## src/inc/tio_cfg.svh

```systemverilog
// constants of the trigger input and strobe output block
// assumes a 40 MHz system clock and a byte-addressed classic Wishbone bus
`ifndef TIO_CFG_SVH
`define TIO_CFG_SVH

// --------------------------------------------------------------------
// sizes
// --------------------------------------------------------------------
`define TIO_N_IN        4
`define TIO_N_OUT       10
`define TIO_N_PAIR      2

// --------------------------------------------------------------------
// timing
// --------------------------------------------------------------------
`define TIO_CLK_MHZ     40
`define TIO_DB_UNIT_US  1
`define TIO_US_CYC      (`TIO_DB_UNIT_US * `TIO_CLK_MHZ)
`define TIO_STEP_NS     25

// --------------------------------------------------------------------
// register byte offsets; the two window selects are values of address bits 7:6
// --------------------------------------------------------------------
`define TIO_A_CTRL      8'h00
`define TIO_A_LEVEL     8'h04
`define TIO_A_DEBOUNCE  8'h08
`define TIO_A_SWTRIG    8'h0C
`define TIO_A_STATUS    8'h10
`define TIO_A_MASK      8'h14
`define TIO_A_INPUT     8'h18
`define TIO_A_CFG_WIN   2'h1
`define TIO_A_TIM_WIN   2'h2

// --------------------------------------------------------------------
// strobe config fields
// --------------------------------------------------------------------
`define TIO_C_OE        0
`define TIO_C_MODE      1
`define TIO_C_STATIC    2
`define TIO_C_POL       3
`define TIO_C_SRC_LO    4
`define TIO_C_SRC_HI    5
`define TIO_C_STB_EN    6

// --------------------------------------------------------------------
// reset values
// --------------------------------------------------------------------
`define TIO_RST_REG     32'h0000_0000

`endif

```

## src/inc/tio_pkg.sv

```systemverilog
// types of the trigger input and strobe output block
// assumes tio_cfg.svh is on the include path
`include "tio_cfg.svh"

package tio_pkg;

   // strobe sequencer phase
   typedef enum logic [1:0] {
      ph_idle,
      ph_delay,
      ph_pulse
   } tio_phase_e;

   // whole state of the block
   typedef struct packed {
      logic [`TIO_N_IN-1:0]         sync1;
      logic [`TIO_N_IN-1:0]         sync2;
      logic [`TIO_N_IN-1:0]         filt;
      logic [`TIO_N_IN-1:0][15:0]   dbc;
      logic [`TIO_N_IN-1:0]         src_en;
      logic [`TIO_N_IN-1:0]         edge_fall;
      logic [`TIO_N_PAIR-1:0]       pair_en;
      logic [2*`TIO_N_IN-1:0]       lvl;
      logic [`TIO_N_IN-1:0][7:0]    dbv;
      logic [`TIO_N_IN-1:0]         sw_pend;
      logic [`TIO_N_IN-1:0]         trig;
      logic [`TIO_N_PAIR-1:0]       frame;
      logic [`TIO_N_IN-1:0]         status;
      logic [`TIO_N_IN-1:0]         mask;
      logic                         irq;
      logic [`TIO_N_OUT-1:0][6:0]   cfg;
      logic [`TIO_N_OUT-1:0][31:0]  tim;
      tio_phase_e [`TIO_N_OUT-1:0]  ph;
      logic [`TIO_N_OUT-1:0][15:0]  cnt;
      logic [`TIO_N_OUT-1:0]        gpo;
      logic [`TIO_N_OUT-1:0]        oe;
      logic                         ack;
      logic [31:0]                  dat;
   } tio_state_s;

endpackage

```

## src/verilog/tio_trigger_strobe.sv

```systemverilog
// trigger input conditioning and strobe output driver
// assumes inputs are asynchronous pins, Wishbone master on sys_clk_i
//
// Behaviour
// - each trigger input debounces for 1 to 255 programmed microseconds
// - pulses shorter than the debounce time never produce a trigger
// - a debounce value of zero acts as one microsecond
// - trigger only after input holds past path delay plus debounce time
// - in two-pulse line scan, input 1 starts and input 2 ends frame
// - in two-pulse line scan, input 3 starts and input 4 ends frame
// - each input raises its own interrupt and its level is readable
// - software selects each input as trigger source or plain input
// - a software trigger command acts like a validated trigger
// - per input level setting: differential, TTL, 12 V or 24 V
// - ten outputs, each switchable between static and strobe use
// - each output stays high impedance until its enable is set
// - pulse timing steps are one clock period each
`timescale 1ns/100ps
`default_nettype none
`include "tio_cfg.svh"

module tio_trigger_strobe #(
   parameter int unsigned US_CYCLES = `TIO_US_CYC
) (
   // clock and reset
   input  wire logic                   sys_clk_i,
   input  wire logic                   reset_n_i,
   // wishbone slave
   input  wire logic                   wb_cyc_i,
   input  wire logic                   wb_stb_i,
   input  wire logic                   wb_we_i,
   input  wire logic [7:0]             wb_adr_i,
   input  wire logic [3:0]             wb_sel_i,
   input  wire logic [31:0]            wb_dat_i,
   output logic      [31:0]            wb_dat_o,
   output logic                        wb_ack_o,
   // input pins, after the receivers
   input  wire logic [`TIO_N_IN-1:0]   trig_in_i,
   output logic      [2*`TIO_N_IN-1:0] level_sel_o,
   // validated triggers and frames
   output logic      [`TIO_N_IN-1:0]   trig_o,
   output logic      [`TIO_N_PAIR-1:0] frame_active_o,
   // general outputs
   output logic      [`TIO_N_OUT-1:0]  gpo_o,
   output logic      [`TIO_N_OUT-1:0]  gpo_oe_o,
   // interrupt
   output logic                        irq_o
);

   tio_pkg::tio_state_s s;
   tio_pkg::tio_state_s next_s;

   // --------------------------------------------------------------------
   // next state
   // --------------------------------------------------------------------

   // bus, debounce, triggers, interrupts and strobes
   always_comb begin
      logic        acc;
      logic        clr;
      logic [31:0] wm;
      logic [31:0] rv;
      logic [31:0] wv;
      logic [3:0]  idx;
      logic [7:0]  eff;
      logic [15:0] lim;
      logic [1:0]  src;
      logic        go;
      logic [`TIO_N_IN-1:0] ev;
      acc = wb_cyc_i & wb_stb_i & ~s.ack;
      clr = 1'b0;
      wm = {{8{wb_sel_i[3]}}, {8{wb_sel_i[2]}}, {8{wb_sel_i[1]}}, {8{wb_sel_i[0]}}};
      rv = `TIO_RST_REG;
      wv = 32'h0000_0000;
      idx = wb_adr_i[5:2];
      eff = 8'h00;
      lim = 16'h0000;
      src = 2'h0;
      go = 1'b0;
      ev = '0;
      next_s = s;

      // two-stage synchroniser on the pins
      next_s.sync1 = trig_in_i;
      next_s.sync2 = s.sync1;
      next_s.ack = 1'b0;
      next_s.sw_pend = '0;

      // read value of the addressed register
      if (wb_adr_i == `TIO_A_CTRL) begin
         rv = {22'h0, s.pair_en, s.edge_fall, s.src_en};
      end else if (wb_adr_i == `TIO_A_LEVEL) begin
         rv = {24'h0, s.lvl};
      end else if (wb_adr_i == `TIO_A_DEBOUNCE) begin
         rv = s.dbv;
      end else if (wb_adr_i == `TIO_A_STATUS) begin
         rv = {28'h0, s.status};
      end else if (wb_adr_i == `TIO_A_MASK) begin
         rv = {28'h0, s.mask};
      end else if (wb_adr_i == `TIO_A_INPUT) begin
         rv = {26'h0, s.frame, s.filt};
      end else if (wb_adr_i[7:6] == `TIO_A_CFG_WIN && idx < 4'(`TIO_N_OUT)) begin
         rv = {25'h0, s.cfg[idx]};
      end else if (wb_adr_i[7:6] == `TIO_A_TIM_WIN && idx < 4'(`TIO_N_OUT)) begin
         rv = s.tim[idx];
      end
      wv = (rv & ~wm) | (wb_dat_i & wm);

      // one-cycle acknowledge, registered read data
      if (acc) begin
         next_s.ack = 1'b1;
         next_s.dat = wb_we_i ? 32'h0000_0000 : rv;
         if (!wb_we_i && wb_adr_i == `TIO_A_STATUS) begin
            clr = 1'b1;
         end
         if (wb_we_i) begin
            if (wb_adr_i == `TIO_A_CTRL) begin
               next_s.src_en = wv[3:0];
               next_s.edge_fall = wv[7:4];
               next_s.pair_en = wv[9:8];
            end else if (wb_adr_i == `TIO_A_LEVEL) begin
               next_s.lvl = wv[7:0];
            end else if (wb_adr_i == `TIO_A_DEBOUNCE) begin
               next_s.dbv = wv;
            end else if (wb_adr_i == `TIO_A_SWTRIG) begin
               next_s.sw_pend = wb_sel_i[0] ? wb_dat_i[3:0] : 4'h0;
            end else if (wb_adr_i == `TIO_A_MASK) begin
               next_s.mask = wv[3:0];
            end else if (wb_adr_i[7:6] == `TIO_A_CFG_WIN && idx < 4'(`TIO_N_OUT)) begin
               next_s.cfg[idx] = wv[6:0];
            end else if (wb_adr_i[7:6] == `TIO_A_TIM_WIN && idx < 4'(`TIO_N_OUT)) begin
               next_s.tim[idx] = wv;
            end
         end
      end

      // debounce filter and edge detection per input
      for (int i = 0; i < `TIO_N_IN; i++) begin
         eff = (s.dbv[i] == 8'h00) ? 8'h01 : s.dbv[i];
         lim = 16'(eff * US_CYCLES);
         if (s.sync2[i] == s.filt[i]) begin
            // a short pulse restarts the count
            next_s.dbc[i] = 16'h0000;
         end else if (s.dbc[i] + 16'h0001 >= lim) begin
            // level held for the whole debounce time
            next_s.filt[i] = s.sync2[i];
            next_s.dbc[i] = 16'h0000;
         end else begin
            next_s.dbc[i] = s.dbc[i] + 16'h0001;
         end
         // chosen edge of the debounced level
         ev[i] = (next_s.filt[i] != s.filt[i]) && (next_s.filt[i] != s.edge_fall[i]);
         next_s.trig[i] = (ev[i] & s.src_en[i]) | s.sw_pend[i];
      end

      // sticky per-input interrupt, set wins over read clear
      next_s.status = (clr ? 4'h0 : s.status) | ev;
      next_s.irq = |(next_s.status & next_s.mask);

      // two-pulse variable length frames
      for (int p = 0; p < `TIO_N_PAIR; p++) begin
         if (!s.pair_en[p]) begin
            next_s.frame[p] = 1'b0;
         end else if (next_s.trig[2*p]) begin
            // first input of the pair opens the frame
            next_s.frame[p] = 1'b1;
         end else if (next_s.trig[2*p+1]) begin
            next_s.frame[p] = 1'b0;
         end
      end

      // strobe sequencers
      for (int j = 0; j < `TIO_N_OUT; j++) begin
         src = s.cfg[j][`TIO_C_SRC_HI:`TIO_C_SRC_LO];
         go = s.trig[src] & s.cfg[j][`TIO_C_STB_EN];
         // one delayed pulse per trigger, retrigger ignored
         case (s.ph[j])
            tio_pkg::ph_idle: begin
               if (go) begin
                  next_s.ph[j] = tio_pkg::ph_delay;
                  next_s.cnt[j] = s.tim[j][15:0];
               end
            end
            tio_pkg::ph_delay: begin
               if (s.cnt[j] == 16'h0000) begin
                  next_s.ph[j] = tio_pkg::ph_pulse;
                  next_s.cnt[j] = s.tim[j][31:16];
               end else begin
                  next_s.cnt[j] = s.cnt[j] - 16'h0001;
               end
            end
            tio_pkg::ph_pulse: begin
               if (s.cnt[j] == 16'h0000) begin
                  next_s.ph[j] = tio_pkg::ph_idle;
               end else begin
                  next_s.cnt[j] = s.cnt[j] - 16'h0001;
               end
            end
            default: begin
               next_s.ph[j] = tio_pkg::ph_idle;
            end
         endcase
         if (!s.cfg[j][`TIO_C_MODE]) begin
            next_s.ph[j] = tio_pkg::ph_idle;
         end
         if (s.cfg[j][`TIO_C_MODE]) begin
            next_s.gpo[j] = (next_s.ph[j] == tio_pkg::ph_pulse) ^ s.cfg[j][`TIO_C_POL];
         end else begin
            next_s.gpo[j] = s.cfg[j][`TIO_C_STATIC];
         end
         next_s.oe[j] = s.cfg[j][`TIO_C_OE];
      end
   end

   // --------------------------------------------------------------------
   // state register
   // --------------------------------------------------------------------

   // all state, cleared by reset
   always_ff @(posedge sys_clk_i or negedge reset_n_i) begin
      if (!reset_n_i) begin
         s <= '0;
      end else begin
         s <= next_s;
      end
   end

   // outputs straight from the state
   assign wb_dat_o = s.dat;
   assign wb_ack_o = s.ack;
   assign level_sel_o = s.lvl;
   assign trig_o = s.trig;
   assign frame_active_o = s.frame;
   assign gpo_o = s.gpo;
   assign gpo_oe_o = s.oe;
   assign irq_o = s.irq;

   // effective debounce count of input 0
   logic [15:0] lim0;
   assign lim0 = 16'(((s.dbv[0] == 8'h00) ? 8'h01 : s.dbv[0]) * US_CYCLES);

   // bus accesses taken this cycle
   logic        acc_rd_status;
   logic        acc_wr_level;
   assign acc_rd_status = wb_cyc_i & wb_stb_i & ~s.ack & ~wb_we_i & (wb_adr_i == `TIO_A_STATUS);
   assign acc_wr_level = wb_cyc_i & wb_stb_i & ~s.ack & wb_we_i & wb_sel_i[0] & (wb_adr_i == `TIO_A_LEVEL);
endmodule

`default_nettype wire

```

## config.mk

```make
export PLATFORM = sky130hd
export DESIGN_NAME = tio_trigger_strobe
export DESIGN_NICKNAME = d
export VERILOG_FILES = /design/src/inc/tio_pkg.sv /design/src/verilog/tio_trigger_strobe.sv
export VERILOG_INCLUDE_DIRS = /design/src /design/src/inc
export SDC_FILE = /design/constraint.sdc
export NUM_CORES = 2
export LEC_CHECK = 0
export ABC_AREA = 0
export BUFFER_PORTS_ARGS = -buffer_cell sky130_fd_sc_hd__buf_2
export CORE_MARGIN = 8
export CORE_UTILIZATION = 25
export CTS_BUF_LIST = sky130_fd_sc_hd__clkbuf_2
export DETAILED_ROUTE_END_ITERATION = 8
export GPL_ROUTABILITY_DRIVEN = 0
export SLEW_MARGIN = 20
export SYNTH_ARGS = -nofsm -noshare
export SYNTH_HDL_FRONTEND = slang
export SYNTH_SLANG_ARGS = --single-unit
export TNS_END_PERCENT = 1
```

## constraint.sdc

```tcl
create_clock -name sys_clk_i -period 5.1 [get_ports sys_clk_i]
set_input_delay 0.255 -clock sys_clk_i [delete_from_list [all_inputs] [get_ports sys_clk_i]]
set_output_delay 0.255 -clock sys_clk_i [all_outputs]
set_load 0.005 [all_outputs]
```

After elaboration in Yosys (flattened, before gate mapping). Index checks and enable logic that the tools add are counted.

$add $sub $neg: 14. Multiply operators: 4. Order comparisons: 17. Equal/unequal tests: 72. Mux-type cells: 183. Bitwise gates (word level): 43. Reductions and logical operators: 60.

Operators with widths (count): $mux W16 (38); $pmux W16 S3 (10); $mux W32 (11); $bwmux W320 (1); $logic_not A16 Y1 (10); $sub A16 B1 Y16 const B (10); $bmux W32 S4 (1); $demux W32 S4 (1); $mux W2 (40); $bwmux W70 (1); $add A16 B1 Y16 const B (4); $and A32 B32 Y32 (2); $ge A16 B14 Y1 (4); $mux W4 (15); $pmux W2 S3 (10); $mul A8 B3 Y11 const B (4); $eq A2 B2 Y1 const B (21); $logic_not A8 Y1 (5); $ne A2 B2 Y1 const B (20); $mux W1 (36); $mux W33 (1); $reduce_and A3 Y1 (11); $mux W8 (4); $not A32 Y32 (1); other kinds (31) (132).

Register bits: 768. Bits of input ports: 53. Word-level logic and storage cells: 459.

Logic depth before layout (Yosys ltp).
Word-level depth: 21. Depth in mapped cells: 22. Mapped depth without buffers: 20.

Least setup slack after synthesis. Ideal clock, no wire load.

Path kind: register to register. Start: reg s[655] (netlist bit). End: reg s[716] (netlist bit). Arrival: 3.765 ns. Required time: 5.026 ns. Slack: 1.262 ns. Cell stages (with the launch flop): 22. Buffers on the path: 1. Period minus slack after synthesis: 3.838 ns. Cells stage by stage: dfrtp_1 -> nor4_1 -> a21o_1 -> ha_1 -> ha_1 -> inv_1 -> fa_1 -> inv_1 -> a21oi_1 -> o21bai_1 -> a21o_1 -> a21oi_1 -> xor2_1 -> ha_1 -> nand2_1 -> nor2_1 -> and3_1 -> a221oi_1 -> nand3_1 -> a21o_1 -> buf_1 -> nor2b_1.

RTL lines: start, declared (RTL line tio_trigger_strobe.sv:50) `tio_pkg::tio_state_s s;`; start signal, assigned (RTL line tio_trigger_strobe.sv:224) `s <= next_s;`.

Worst setup path after layout.
Start: in wb_adr_i[0]. End: reg s[456] (netlist bit).

Longest elaborated chain between the ends: 10.

RTL lines: start, declared (RTL line tio_trigger_strobe.sv:32) `input wire logic [7:0] wb_adr_i,`; $eq A8 B5 Y1 (no line); $mux W32 (RTL line tio_trigger_strobe.sv:100) `` end else if (wb_adr_i == `TIO_A_INPUT) begin ``; $mux W32 (RTL line tio_trigger_strobe.sv:98) `` end else if (wb_adr_i == `TIO_A_MASK) begin ``; $mux W32 (RTL line tio_trigger_strobe.sv:96) `` end else if (wb_adr_i == `TIO_A_STATUS) begin ``; $mux W32 (RTL line tio_trigger_strobe.sv:94) `` end else if (wb_adr_i == `TIO_A_DEBOUNCE) begin ``; $mux W32 (RTL line tio_trigger_strobe.sv:92) `` end else if (wb_adr_i == `TIO_A_LEVEL) begin ``; $mux W32 (RTL line tio_trigger_strobe.sv:90) `` if (wb_adr_i == `TIO_A_CTRL) begin ``; $and A32 B32 Y32 (RTL line tio_trigger_strobe.sv:107) `wv = (rv & ~wm) | (wb_dat_i & wm);`; $or A32 B32 Y32 (RTL line tio_trigger_strobe.sv:107); $bwmux W320 (RTL line tio_trigger_strobe.sv:132) `next_s.tim[idx] = wv;`.

Parallel ways exist; a longest one is shown, timed or not. A chain may end at the register's enable or synchronous reset.

==> results.yml <==
run_status:
  outcome: "finished, violations left"
  violations: "negative setup slack"
timing:
  rsz0062_at_grt: "no"
  setup_slack_ps: -22.2
  relSlewSlack: 0.222
  min_period_ps: 5120
  slew_violations: 0
  hold_viol_final: 0
  hold_ws_ps: 236
  finalSetupViolations: 1
  period_share: 1.00
  worst_slew_pin_slew_ps: 1170
  fin_skew_ps: 143
  fmax_mhz: 195
final_layout:
  layout_common_cells: "768 x dfrtp_1, 581 x nand2_1, 467 x o21ai_0, 281 x clkbuf_2, 207 x nor2_1"
  layout_commonest_cell: "dfrtp_1"
  post-route-util: 0.287
  instances_no_fill: 6965
  seq_area_sq_um: 19200
  final_nets: 4782
  area_growth_pct: 14.2
  fillers: 18100
  layout-drive-gt1-share: 0.188
  multiInputGateArea_sq_um: 21600
routing:
  drc: 0
  drt.antenna.violating_nets: 0
  drt-pass1-iter-count: 8
  num_vias: 35200
  wire_per_inst_um: 21.1
  drt-total-wl_mm: 147
  drtIter0Drc: 3376
  via_per_inst: 5.06
power:
  power_per_cell_area_nw_per_um2: 234
  peakVddDrop_v: 0.000193
  leakage_nw: 22.5
worst_setup_path:
  cp.required_ps: 6570
  worstSetupEndpointType: "flop"
  path_class: "in2reg"
  path_max_fanout: 24
  arrival_ps: 6590
  start_kind: "primary input"
logic_synthesis:
  syn_area_per_cell_sq_um: 9.89
  ys_ff_latch: 768
  synthFlopType: "dfrtp_1"
  yosysTopAreaCell: "dfrtp_1"
  synth_edf_count: 0
  netlist.area_leader.share: 0.447
  post_synth_num_cell_types: 97
  ys_top_cells_by_area: "dfrtp_1 45%, o21ai_0 5.5%, mux2_2 5.2%"
  ys_warn_count: 0
  ys_seq_area_frac: 0.447
  syn_area_sq_um: 43000
  syn_inst: 4344
  ys_async_sr_fraction: 1.00
grt:
  antenna_found_initial: 7
  grt-ovfl-total: 0
  grt_pass1_wl_mm: 223
  grt_usage: 0.154
  grt_max_degree: 105
  grt_pass1_vias: 35000
clock_tree:
  clkLatencyLatePin_ps: 1540
  root_buffer: "clkbuf_2"
  htreeDepth: 4
  cts_buffers: 203
  clk_pin_slew_ps: 100
  cts_buffer_depth: 3
  numClockSinks: 768
  tritoncts: "done"
placed_design:
  dp_worst_setup_slack_ps: 744
  dp_cells: 6454
  port_buffers: 120
  dp_hpwl_mm: 109
floorplanning:
  rows: 152
  start_util: 0.251
  die_w_um: 431
  core-area_sq_um: 171000
  die_y_um: 431
  io_pins: 121
  die_area_sq_um: 185000
min_path:
  hold_path.class: "in2reg"
flow_run:
  maxCapViolCount: 0
## metal layers
layer	global-route usage	share of wire
met4	0.0689	0.045
met5	0	0.00020
met1	0.192	0.41
met2	0.261	0.48
met3	0.0279	0.061
## flip-flops by register name, summed over array words and instances, names as in the netlist
name / count
wb_ack_o: 1
gpo_oe_o: 10
s: 686
gpo_o: 10
trig_o: 4
wb_dat_o: 32
next_s: 14
level_sel_o: 8
frame_active_o: 2
irq_o: 1
## cells in the mapped netlist (10+ instances only)
cell / count
dfrtp_1: 768
nand2_1: 581
o21ai_0: 468
nor2_1: 210
clkbuf_1: 205
mux2_2: 198
inv_1: 149
ha_1: 144
a21oi_1: 130
xnor2_1: 113
xor2_1: 102
o211ai_1: 90
mux4_2: 82
buf_4: 76
nand3_1: 76
o21ai_1: 70
a22oi_1: 68
a21o_1: 67
mux2i_1: 60
nor3_1: 56
nor2b_1: 51
buf_2: 47
and3_1: 40
nor4_1: 36
a211oi_1: 33
nand2b_1: 26
a22o_1: 25
a221oi_1: 23
or3_1: 23
nand4_1: 18
a222oi_1: 17
buf_6: 17
o22ai_1: 17
o21a_1: 15
o31ai_1: 15
or4_1: 15
a31oi_1: 12
and4_1: 12
o21bai_1: 12
and2_1: 11
nand3b_1: 11
a21boi_0: 10
## path summary, 6_finish.rpt
check                           cells past startpoint   startpoint  slack [ps]           to
max in group asynchronous                           6    reset_n_i        3540       s[372]
worst min register to register                      0  next_s[763]         360       s[763]
min in group asynchronous                           5    reset_n_i         450       s[694]
worst max register to register                      9       s[475]         320       s[379]
worst min-delay path                                8  wb_adr_i[6]         240  wb_dat_o[2]
worst max-delay path                               14  wb_adr_i[0]         -20       s[456]
## through the flow
stage	area, sq um	total power, W	setup TNS, ps
after floorplan	43000	0.00668	0
after global placement	45600	0.00709	0
after detailed placement	45700	0.00710	0
after CTS	49000	0.0116	0
after global routing	49100	0.0120	0
final	49100	0.0115	-22.2
## cells by family (layout without fill, tap and decap cells)
logic type | count (synthesis) | after routing | share of synthesized area
and+or+nand+nor | 1220 | 1220 | 0.133
AOI/OAI and AO/OA | 1138 | 1138 | 0.165
xor gates and xnor gates | 215 | 215 | 0.0438
muxes | 349 | 349 | 0.112
buffers and inverters | 505 | 884 | 0.0552
adders and majority gates | 148 | 148 | 0.0438
other | 1 | 10 | 0.0000873
DFF | 768 | 768 | 0.447
## power by group
group	switching, W	internal (W)
clock	0.00272	0.00167
sequential	0.0000906	0.00616
combinational	0.000534	0.000280
## layout make-up
class / count / area share
Multi-Input combinational cell: 3078 / 0.440
Sequential cell: 768 / 0.392
Timing Repair Buffer: 380 / 0.0631
Tap cell: 2233 / 0.0569
Clock buffer: 281 / 0.0287
Inverter: 150 / 0.0115
Clock inverter: 73 / 0.00837
Antenna cell: 2 / 0.000102
## critical path: stages
cell and delay (ps):
dlygate4sd3_1 530, buf_2 120, dlygate4sd3_1 560, or4_4 440
dlygate4sd3_1 820, nor3_4 530, buf_4 390, a21o_1 360
mux2i_1 110, dlygate4sd3_1 570, buf_4 160, dlygate4sd3_1 870
o21ai_1 250, dlygate4sd3_1 580
## what timing repair did
action | 4_1_cts | 5_1_grt
hold buffers | 154 | 0
setup buffers | 0 | 0
endpoints found under the hold margin | 1258 | 0
resized for setup | 0 | 0
Power figures use the tool's default switching activity.
